### src/include/cwc_pkg.sv
// Constants and helpers for the read-before-write comparison registers.
// Assumes a byte-wide control bus with 5-bit register addresses.
package cwc_pkg;
  localparam int ADDR_W = 5;
  localparam int DATA_W = 8;
  localparam int NUM_SRC = 3;
  // Source register slots
  localparam int SRC_IRQ = 0;
  localparam int SRC_TXS = 1;
  localparam int SRC_RXA = 2;
  // Comparison registers
  localparam logic [4:0] IRQ_COND_SNAPSHOT_ADDR = 5'h1a;
  localparam logic [4:0] TX_STATE_SNAPSHOT_ADDR = 5'h1b;
  localparam logic [4:0] RX_COND_A_SNAPSHOT_ADDR = 5'h1c;
  // Source registers, held elsewhere in the device
  localparam logic [4:0] INTERRUPT_CONDITION_ADDR = 5'h07;
  localparam logic [4:0] TRANSMIT_STATE_ADDR = 5'h03;
  localparam logic [4:0] RX_CONDITION_A_ADDR = 5'h0a;
  localparam logic [7:0] SNAP_RESET = 8'h00;
  localparam logic [7:0] READ_NONE = 8'h00;
  // Interrupt condition layout
  localparam int REQ_DATA_PARITY_ERR_BIT = 0;
  localparam int CTRL_BUS_PARITY_ERR_BIT = 1;
  localparam int WRITE_REJECT_FLAG_BIT = 2;
  localparam int WRITE_INHIBIT_FLAG_BIT = 3;
  localparam int LINK_ERROR_THRESHOLD_FLAG_BIT = 4;
  localparam int RX_COND_A_FLAG_BIT = 5;
  localparam int RX_COND_B_FLAG_BIT = 6;
  localparam int USER_EVENT_FLAG_BIT = 7;
  localparam logic [7:0] WRITE_INHIBIT_MASK = 8'h08;
  // Transmit state layout
  localparam int TRANSMIT_MODE_LSB = 0;
  localparam int TRANSMIT_MODE_MSB = 2;
  localparam int INJECTION_CONTROL_LSB = 3;
  localparam int INJECTION_CONTROL_MSB = 4;
  localparam int SMOOTHER_ENABLE_BIT = 5;
  localparam int REQ_PARITY_CHECK_ENABLE_BIT = 6;
  // Receive condition A layout
  localparam int NO_SIGNAL_FLAG_BIT = 0;
  localparam int QUIET_LINE_FLAG_BIT = 1;
  localparam int HALT_LINE_FLAG_BIT = 2;
  localparam int MASTER_LINE_FLAG_BIT = 3;
  localparam int NOISE_LINE_FLAG_BIT = 4;
  localparam int NOISE_THRESHOLD_FLAG_BIT = 5;
  localparam int LINE_STATE_CHANGE_FLAG_BIT = 6;
  localparam int UNKNOWN_LINE_PHY_INVALID_BIT = 7;

  function automatic logic [4:0] src_addr(input int idx);
    case (idx)
      SRC_IRQ: src_addr = INTERRUPT_CONDITION_ADDR;
      SRC_TXS: src_addr = TRANSMIT_STATE_ADDR;
      default: src_addr = RX_CONDITION_A_ADDR;
    endcase
  endfunction

  function automatic logic [4:0] snap_addr(input int idx);
    case (idx)
      SRC_IRQ: snap_addr = IRQ_COND_SNAPSHOT_ADDR;
      SRC_TXS: snap_addr = TX_STATE_SNAPSHOT_ADDR;
      default: snap_addr = RX_COND_A_SNAPSHOT_ADDR;
    endcase
  endfunction

  // Bits that moved since the last snapshot and must be kept
  function automatic logic [7:0] keep_mask(input logic [7:0] cur, input logic [7:0] snap);
    keep_mask = cur ^ snap;
  endfunction

  function automatic logic [7:0] merge_bits(input logic [7:0] cur, input logic [7:0] snap,
                                            input logic [7:0] wdata);
    merge_bits = (wdata & ~keep_mask(cur, snap)) | (cur & keep_mask(cur, snap));
  endfunction
endpackage

### src/include/cwc_port_if.sv
// Carrier between the bus decode and one comparison unit.
// Assumes one unit per guarded source register.
`timescale 1ns/1ps
interface cwc_port_if;
  logic rd_hit;
  logic snap_wr;
  logic [7:0] wdata;
  logic [7:0] cur;
  logic [7:0] snap;
  logic [7:0] merged;
  logic inhibit;

  modport ctrl (
    output rd_hit,
    output snap_wr,
    output wdata,
    output cur,
    input snap,
    input merged,
    input inhibit
  );
  modport unit (
    input rd_hit,
    input snap_wr,
    input wdata,
    input cur,
    output snap,
    output merged,
    output inhibit
  );
endinterface

### src/cwc_unit.sv
// One comparison register and its per-bit conditional write merge.
// Assumes hit strobes are single-cycle and already qualified by address.
`timescale 1ns/1ps
module cwc_unit (
  input wire logic i_sys_clk,
  input wire logic i_arst_n,
  cwc_port_if.unit p
);
  logic [7:0] snap_reg;
  logic [7:0] snap_next;

  // A source read overrides a direct write so the snapshot always tracks the read
  assign snap_next = p.rd_hit ? p.cur : (p.snap_wr ? p.wdata : snap_reg);

  always_ff @(posedge i_sys_clk or negedge i_arst_n)
  begin
    if (!i_arst_n)
    begin
      snap_reg <= cwc_pkg::SNAP_RESET;
    end
    else
    begin
      snap_reg <= snap_next;
    end
  end

  assign p.snap = snap_reg;
  // Each bit position is judged on its own
  assign p.merged = cwc_pkg::merge_bits(p.cur, snap_reg, p.wdata);
  assign p.inhibit = |cwc_pkg::keep_mask(p.cur, snap_reg);
endmodule

### src/cond_write_compare_regs.sv
// Read-before-write guard for three device-modified registers.
// Assumes the source registers live elsewhere and take the write pulses
// and merged data driven here; read and write strobes never coincide.
`timescale 1ns/1ps
module cond_write_compare_regs (
  input wire logic i_sys_clk,
  input wire logic i_arst_n,
  input wire logic i_cb_rd,
  input wire logic i_cb_wr,
  input wire logic [4:0] i_cb_addr,
  input wire logic [7:0] i_cb_wdata,
  input wire logic [7:0] i_interrupt_condition_reg,
  input wire logic [7:0] i_transmit_state_reg,
  input wire logic [7:0] i_rx_condition_a_reg,
  output logic [7:0] o_cb_rdata,
  output logic o_irq_wr_en,
  output logic [7:0] o_irq_wr_data,
  output logic o_txs_wr_en,
  output logic [7:0] o_txs_wr_data,
  output logic o_rxa_wr_en,
  output logic [7:0] o_rxa_wr_data,
  output logic o_write_inhibit_set
);
  cwc_port_if port_if[cwc_pkg::NUM_SRC] ();

  logic [7:0] cur_val [cwc_pkg::NUM_SRC];
  logic [2:0] src_wr;
  logic [2:0] src_rd;
  logic [2:0] snap_rd;
  logic [2:0] inhibit_hit;
  logic any_inhibit;
  logic [7:0] rdata_next;
  logic [7:0] rdata_reg;
  logic [2:0] wr_en_reg;
  logic [7:0] wr_data_reg [cwc_pkg::NUM_SRC];
  logic [7:0] wr_data_next [cwc_pkg::NUM_SRC];
  logic inhibit_reg;

  assign cur_val[cwc_pkg::SRC_IRQ] = i_interrupt_condition_reg;
  assign cur_val[cwc_pkg::SRC_TXS] = i_transmit_state_reg;
  assign cur_val[cwc_pkg::SRC_RXA] = i_rx_condition_a_reg;

  genvar g;
  generate
    for (g = 0; g < cwc_pkg::NUM_SRC; g++)
    begin : gen_src
      assign src_rd[g] = i_cb_rd && (i_cb_addr == cwc_pkg::src_addr(g));
      assign src_wr[g] = i_cb_wr && (i_cb_addr == cwc_pkg::src_addr(g));
      assign snap_rd[g] = i_cb_rd && (i_cb_addr == cwc_pkg::snap_addr(g));
      // Snapshot taken on every read of the source
      assign port_if[g].rd_hit = src_rd[g];
      assign port_if[g].snap_wr = i_cb_wr && (i_cb_addr == cwc_pkg::snap_addr(g));
      assign port_if[g].wdata = i_cb_wdata;
      assign port_if[g].cur = cur_val[g];
      // Inhibit only when some bit differs from the snapshot, taken at the last source read or snapshot write
      assign inhibit_hit[g] = src_wr[g] && port_if[g].inhibit;
      cwc_unit u_unit (
        .i_sys_clk(i_sys_clk),
        .i_arst_n(i_arst_n),
        .p(port_if[g])
      );
    end
  endgenerate

  assign any_inhibit = |inhibit_hit;

  // Moved bits keep their value, the rest take the write
  assign wr_data_next[cwc_pkg::SRC_TXS] = port_if[cwc_pkg::SRC_TXS].merged;
  assign wr_data_next[cwc_pkg::SRC_RXA] = port_if[cwc_pkg::SRC_RXA].merged;
  // Inhibit set wins over a clear written into the same interrupt register
  assign wr_data_next[cwc_pkg::SRC_IRQ] = port_if[cwc_pkg::SRC_IRQ].merged
    | (any_inhibit ? cwc_pkg::WRITE_INHIBIT_MASK : 8'h00);

  // Reads of sources echo live contents so one port serves the whole map
  assign rdata_next =
    snap_rd[cwc_pkg::SRC_IRQ] ? port_if[cwc_pkg::SRC_IRQ].snap :
    snap_rd[cwc_pkg::SRC_TXS] ? port_if[cwc_pkg::SRC_TXS].snap :
    snap_rd[cwc_pkg::SRC_RXA] ? port_if[cwc_pkg::SRC_RXA].snap :
    src_rd[cwc_pkg::SRC_IRQ] ? i_interrupt_condition_reg :
    src_rd[cwc_pkg::SRC_TXS] ? i_transmit_state_reg :
    src_rd[cwc_pkg::SRC_RXA] ? i_rx_condition_a_reg :
    cwc_pkg::READ_NONE;

  always_ff @(posedge i_sys_clk or negedge i_arst_n)
  begin
    if (!i_arst_n)
    begin
      rdata_reg <= cwc_pkg::READ_NONE;
    end
    else if (i_cb_rd)
    begin
      rdata_reg <= rdata_next;
    end
  end

  always_ff @(posedge i_sys_clk or negedge i_arst_n)
  begin
    if (!i_arst_n)
    begin
      wr_en_reg <= 3'h0;
      inhibit_reg <= 1'b0;
    end
    else
    begin
      wr_en_reg <= src_wr;
      inhibit_reg <= any_inhibit;
    end
  end

  generate
    for (g = 0; g < cwc_pkg::NUM_SRC; g++)
    begin : gen_out
      always_ff @(posedge i_sys_clk or negedge i_arst_n)
      begin
        if (!i_arst_n)
        begin
          wr_data_reg[g] <= cwc_pkg::SNAP_RESET;
        end
        else
        begin
          wr_data_reg[g] <= wr_data_next[g];
        end
      end
    end
  endgenerate

  assign o_cb_rdata = rdata_reg;
  assign o_irq_wr_en = wr_en_reg[cwc_pkg::SRC_IRQ];
  assign o_txs_wr_en = wr_en_reg[cwc_pkg::SRC_TXS];
  assign o_rxa_wr_en = wr_en_reg[cwc_pkg::SRC_RXA];
  assign o_irq_wr_data = wr_data_reg[cwc_pkg::SRC_IRQ];
  assign o_txs_wr_data = wr_data_reg[cwc_pkg::SRC_TXS];
  assign o_rxa_wr_data = wr_data_reg[cwc_pkg::SRC_RXA];
  assign o_write_inhibit_set = inhibit_reg;

  logic [7:0] irq_snap;
  logic [7:0] txs_snap;
  logic [7:0] rxa_snap;
  assign irq_snap = port_if[cwc_pkg::SRC_IRQ].snap;
  assign txs_snap = port_if[cwc_pkg::SRC_TXS].snap;
  assign rxa_snap = port_if[cwc_pkg::SRC_RXA].snap;
endmodule

### config.mk
export PLATFORM = sky130hd
export DESIGN_NAME = cond_write_compare_regs
export DESIGN_NICKNAME = d
export VERILOG_FILES = /design/src/include/cwc_pkg.sv /design/src/include/cwc_port_if.sv /design/src/cwc_unit.sv /design/src/cond_write_compare_regs.sv
export SDC_FILE = /design/constraint.sdc
export NUM_CORES = 1
export LEC_CHECK = 0
export BUFFER_PORTS_ARGS = -buffer_cell sky130_fd_sc_hd__buf_2
export CAP_MARGIN = 0
export CORE_MARGIN = 2
export CORE_UTILIZATION = 45
export CTS_CLUSTER_SIZE = 28
export DETAILED_ROUTE_END_ITERATION = 8
export PLACE_DENSITY_LB_ADDON = 0.25
export SYNTH_ARGS = -nofsm -noshare
export SYNTH_HDL_FRONTEND = slang
export SYNTH_HIERARCHICAL = 1
export SYNTH_SLANG_ARGS = --single-unit
### constraint.sdc
create_clock -name i_sys_clk -period 1.3 [get_ports i_sys_clk]
set_input_delay 0.26 -clock i_sys_clk [delete_from_list [all_inputs] [get_ports i_sys_clk]]
set_output_delay 0.26 -clock i_sys_clk [all_outputs]
set_load 0.02 [all_outputs]
==> metrics.cfg, run 1 <==
[clocking]
cts_tree=done
clock-sinks=60
htreeDepth=3
clk_latency_ns=0.34
root_buffer=clkbuf_8
cts_buffers=9
path_clk_slew_ns=0.07
clock_path_buffers=2
post_cts_buffers=0

[yosys]
synthDistinctLibCells=42
synth_seq_area_share_pct=46.0
syn_nets=382
syn_avg_cell_area_um2=9.57
yosys.area_share.simple_pct=17.9
synth.top_cell.area_share_pct=46.0
synth-compound-area-share_pct=14.8
synth_xor_area_share_pct=6.44
yosys-top-cells-count=60 x dfrtp_1, 57 x nand2_1, 45 x o21ai_0
yosys-top-cells-area=dfrtp_1 46%, mux2i_1 9.5%, o21ai_0 6.9%
synth_top_flop_cell=dfrtp_1
synth_top_family_by_area=simple AND/OR/NAND/NOR gates
synthCells=341
synthArstFlopShare_pct=100
synth_warnings=6
yosys.area.top_type=dfrtp_1
netlist_area_mm2=0.00326
ys_ff_latch=60
synth_edf_count=0
yosys-mux-area-fraction_pct=10.9
synthAdderAreaFrac_pct=0.920
yosysMostFrequentCell=dfrtp_1

[finish]
largest_register_ffs=24
antenna_cells=0
fin_util_pct=64.8
stdcell_count=606
drive_gt1_share_pct=39.1
final_nets=544
syn_to_final_growth_pct=41.7

[route]
routed_via_density=5.03
ant_nets=0
post_drt_wl_per_cell_um=15.6
route.detailed.drc=0
wirelength_um=9450
route.vias.total=3047
dr.first_iter.drc_count=103
firstDrtPassIters=4

[worst_setup_path]
reg2regPathDepth=6
reg2reg_from=gen_src[0].u_unit/p.snap[6]
critPathBufInv=0
start_kind=flop
endpoint_kind=flop
reg2reg_slack_ns=-0.28
setup.worst_path.start=gen_src[0].u_unit/p.snap[6]
path_max_fanout=2
rr_endpoint=o_irq_wr_data[3]
crit_end=o_irq_wr_data[3]
cp.arrival_ns=1.81
path_cells=xor2_1, nor4_2, nand2_1, mux2i_1, o2bb2ai_1, or2_1
cp_num_cells=6
critPathSlowestCell=nor4_2
cp_data_required_time_ns=1.53
path_class=flop to flop
slowest_delay_ns=0.42
cp_top_family=simple AND/OR/NAND/NOR gates

[sta]
setup-violations-final=2
clock_skew_ns=0.00913
fin_setup_tns_ns=-0.503
worst_slew_pin_slew_ns=0.405
fmax_mhz=631
drv_slew=0
holdWs_ns=0.202
layout_setup_ws_ns=-0.284
slew-limit-headroom_pct=72.8
hold_violations=0
min_period_ns=1.58
min_period_over_period_pct=122
rsz0062_at_grt=true

[floorplan]
start_util_pct=45.7
core_mm2=0.00714
die_h_um=89.2
die_area_mm2=0.00795
num_io_pins=77
rows=31
die_w_um=89.2

[placed_design]
gpl.final_weighted_congestion=0.875
io_buffers=76
dp.cells=590
dpl.hpwl_um=7240

[pwr]
vdd_drop_max_mv=0.700
power.density_mw_per_mm2=1230
p_leak_nw=2.16

[run_status]
violations=negative setup slack
outcome=finished with violations

[hold_path]
hold_path_startpoint=i_transmit_state_reg[4]
hold_path.class=input pin to flop

[grt]
grt_usage_pct=25.4
overflow=0
grt_pass1_wl_um=15000
grt_max_degree=61
antenna_found_initial=0
grt_pass1_vias=3085

[run]
drv_cap=0

power breakdown:
part / leakage [nW] / switching [mW] / internal (mW)
logic: 1.35 / 0.982 / 0.834
clock network: 0.0893 / 0.705 / 0.780
registers: 0.726 / 0.173 / 2.21
total: 2.16 / 1.86 / 3.82
layout make-up:
| type | count | area, um2 |
|---|---|---|
| fill | 630 | 2510 |
| multi-input combinational | 263 | 1720 |
| sequential | 60 | 1500 |
| timing repair buffer | 163 | 1090 |
| clock buffer | 13 | 159 |
| tap | 99 | 124 |
| inverter | 6 | 22.5 |
| clock inverter | 2 | 10.0 |
worst min path at each step:
| stage | slack [ns] | depth (start not counted) | endpoint |
|---|---|---|---|
| 6_report | 0.20 | 3 | gen_src[1].u_unit/p.snap[4] |
| 5_1_grt | 0.26 | 3 | gen_src[1].u_unit/p.snap[4] |
| 4_1_cts | 0.20 | 3 | gen_src[1].u_unit/p.snap[4] |
| 3_5_place_dp | 0.30 | 2 | o_rxa_wr_data[2] |
| 3_3_place_gp | 0.30 | 2 | o_rxa_wr_data[2] |
| 2_1_floorplan | -0.04 | 0 | gen_src[0].u_unit/p.snap[0] |
metrics by stage:
stage / area [um2] / power (mW) / setup slack [ns]
after floorplan: 3300 / 3.23 / -0.0599
after global placement: 4410 / 4.14 / -0.430
after detailed placement: 4410 / 4.19 / -0.468
after CTS: 4600 / 5.72 / -0.303
after global routing: 4620 / 6.02 / -0.408
final: 4620 / 5.68 / -0.284
worst min-delay path, stage by stage:
cell and delay (ns):
buf_2 0.13, nand2_1 0.05, o21ai_0 0.06
metal layers:
layer	share of wire, %	up-vias	track usage, %
li1	-	1519	-
met1	43	1436	31.6
met2	50	81	43.5
met3	5.0	11	5.26
met5	0	-	0
met4	1.4	0	9.50
cells in the final DEF (no fill, tap or decap), types with 2 or more instances in the layout:
| master | n |
|---|---|
| buf_4 | 81 |
| buf_2 | 76 |
| dfrtp_1 | 60 |
| nand2_1 | 57 |
| o21ai_0 | 45 |
| nor2_1 | 32 |
| mux2i_1 | 31 |
| xor2_1 | 24 |
| clkbuf_8 | 11 |
| inv_1 | 6 |
| nor3_1 | 6 |
| a21oi_1 | 4 |
| mux2_2 | 4 |
| buf_12 | 4 |
| or2_1 | 3 |
| nor2_4 | 3 |
| nor2b_1 | 3 |
| o221ai_1 | 3 |
| a21o_1 | 3 |
| a22oi_1 | 3 |
| o21ai_1 | 3 |
| a211oi_2 | 3 |
| maj3_1 | 3 |
| nor4_2 | 3 |
| nor4_1 | 3 |
| and3_1 | 2 |
| a2bb2oi_1 | 2 |
| or3_1 | 2 |
| o2111ai_1 | 2 |
| a22oi_2 | 2 |
| o311ai_2 | 2 |
| clkbuf_1 | 2 |
| clkinv_2 | 2 |
kinds of logic (layout without fill, tap and decap cells):
kind of cell	Yosys count	in the layout
multiplexers	35	35
adder cells (fa/ha/maj)	3	3
AND/OR/NAND/NOR	125	125
AO/OA/AOI/OAI	76	76
buffers and inverters	18	184
flip-flops	60	60
XOR/XNOR	24	24
repair_timing:
action / in CTS / in global routing
pin swaps: 4 / 5
setup endpoints to repair: 2 / 9
endpoints found under the hold margin: 60 / 0
gates resized for setup: 2 / 6
hold buffers: 1 / 0
No activity file was read; power rests on OpenSTA's default activity.
==> run 2: changes to the inputs <==
PLACE_DENSITY = 0.78   (was unset)
PLACE_DENSITY_LB_ADDON = unset   (was 0.25)
==> metrics.cfg, run 2 (synthesis gave the netlist of run 1 again) <==
[finish]
antenna_cells=0
fill_cells=592
drive_gt1_share_pct=40.7
final_cell_mix=87 x buf_4, 76 x buf_2, 60 x dfrtp_1
final_area_mm2=0.00468
stdcell_count=610
final_common_cell=buf_4
syn_to_final_growth_pct=43.4
largest_register_ffs=24
final_nets=548

[sta]
layout_setup_ws_ns=-0.325
drv_slew=0
holdWs_ns=0.187
fin_setup_tns_ns=-0.557
slew-limit-headroom_pct=73.0
rsz0062_at_grt=true
hold_violations=0
min_period_ns=1.63
fmax_mhz=615
worst_slew_pin_slew_ns=0.402
min_period_over_period_pct=125
setup-violations-final=2
clock_skew_ns=0.00626

[floorplan]
core_mm2=0.00714
die_area_mm2=0.00795
start_util_pct=45.7
die_w_um=89.2
rows=31
die_h_um=89.2
num_io_pins=77

[placed_design]
gpl.final_weighted_congestion=0.901
dp.cells=594
dpl.hpwl_um=7540
io_buffers=76
dpl-instance-area_mm2=0.00441

[pwr]
power.density_mw_per_mm2=1260
vdd_drop_max_mv=0.739
power_mw=5.89
p_leak_nw=2.19

[clocking]
cts_buffers=9
root_buffer=clkbuf_8
htreeDepth=3
cts_tree=done
clk_latency_ns=0.35
clock-sinks=60
clock_path_buffers=2
path_clk_slew_ns=0.06

[worst_setup_path]
setup.worst_path.start=gen_src[1].u_unit/p.snap[7]
cp_data_required_time_ns=1.53
start_kind=flop
reg2reg_from=gen_src[1].u_unit/p.snap[7]
endpoint_kind=flop
path_max_fanout=2
reg2reg_slack_ns=-0.33
path_class=flop to flop
cp.arrival_ns=1.86

[grt]
overflow=0
grt_usage_pct=26.5
grt_pass1_vias=3254
use_met3_pct=5.17
antenna_found_initial=0
gr-max-usage-layer=met2
grt_max_degree=61
grtUsageMet2_pct=44.7
grt_pass1_wl_um=15600
grt_use_met1_pct=31.9

[route]
wirelength_um=10000
route.vias.total=3227
dr.first_iter.drc_count=164
post_drt_wl_per_cell_um=16.4
routed_via_density=5.29
firstDrtPassIters=5
route.detailed.drc=0
ant_nets=0

[hold_path]
hold_path.class=input pin to flop
hold_path_startpoint=i_transmit_state_reg[0]

[run_status]
outcome=finished with violations
violations=negative setup slack

[run]
drv_cap=0

[run 2: cell count changes in the layout (fill, tap and decap cells not counted), sizes merged]
cell and change:
buf +4, clkbuf +1, clkinv -1
[run 2: timing repair]
item,CTS,global route
resized for setup,3,12
hold buffers,1,0
hold endpoints to repair,60,0
pin swaps,1,5
endpoints found under the setup margin,2,17
buffers inserted,0,1
[run 2: per-stage QoR]
| step | setup WS [ns] | util [%] |
|---|---|---|
| floorplan | -0.0599 | - |
| finish | -0.325 | 65.6 |
| CTS | -0.309 | 64.8 |
| global placement | -0.378 | 61.9 |
| detailed placement | -0.409 | 61.9 |
| global route | -0.386 | 65.6 |
[run 2: cell type report]
class                   count  area, um2  area share [%]
clock inverters             1       5.00           0.107
multi-input cells         263       1750            37.4
inverters                   6       22.5           0.481
repair buffers            167       1090            23.4
flip-flops and latches     60       1500            32.1
well taps                  99        124            2.65
clock buffers              14        183            3.90
[run 2: per-layer routing]
| layer | share of wire, % | wire (um) |
|---|---|---|
| met1 | 41 | 4110 |
| met2 | 49 | 4910 |
| met3 | 6.5 | 653 |
| met4 | 3.2 | 324 |
| met5 | 0 | 0 |
[run 2: report_power, final]
part	leakage (nW)	internal [mW]	switching, mW
registers	0.726	2.21	0.179
clock network	0.0986	0.888	0.729
logic	1.37	0.860	1.02
total	2.19	3.96	1.93
[run 2: final timing paths]
| kind | cells after the start | to |
|---|---|---|
| hold / removal | 3 | gen_src[1].u_unit/p.snap[0] |
| max in group asynchronous | 3 | o_irq_wr_data[7] |
| hold reg to reg | 2 | o_cb_rdata[2] |
| min in group asynchronous | 3 | o_irq_wr_data[5] |
| setup reg to reg | 6 | o_irq_wr_data[3] |
| setup / recovery | 6 | o_irq_wr_data[3] |
[run 2: worst max-delay path, stage by stage (launching register included)]
cell,delay (ns)
dfrtp_1,0.40
xor2_1,0.16
nor4_2,0.43
nand2_2,0.08
mux2i_1,0.12
o2bb2ai_1,0.09
or2_1,0.22
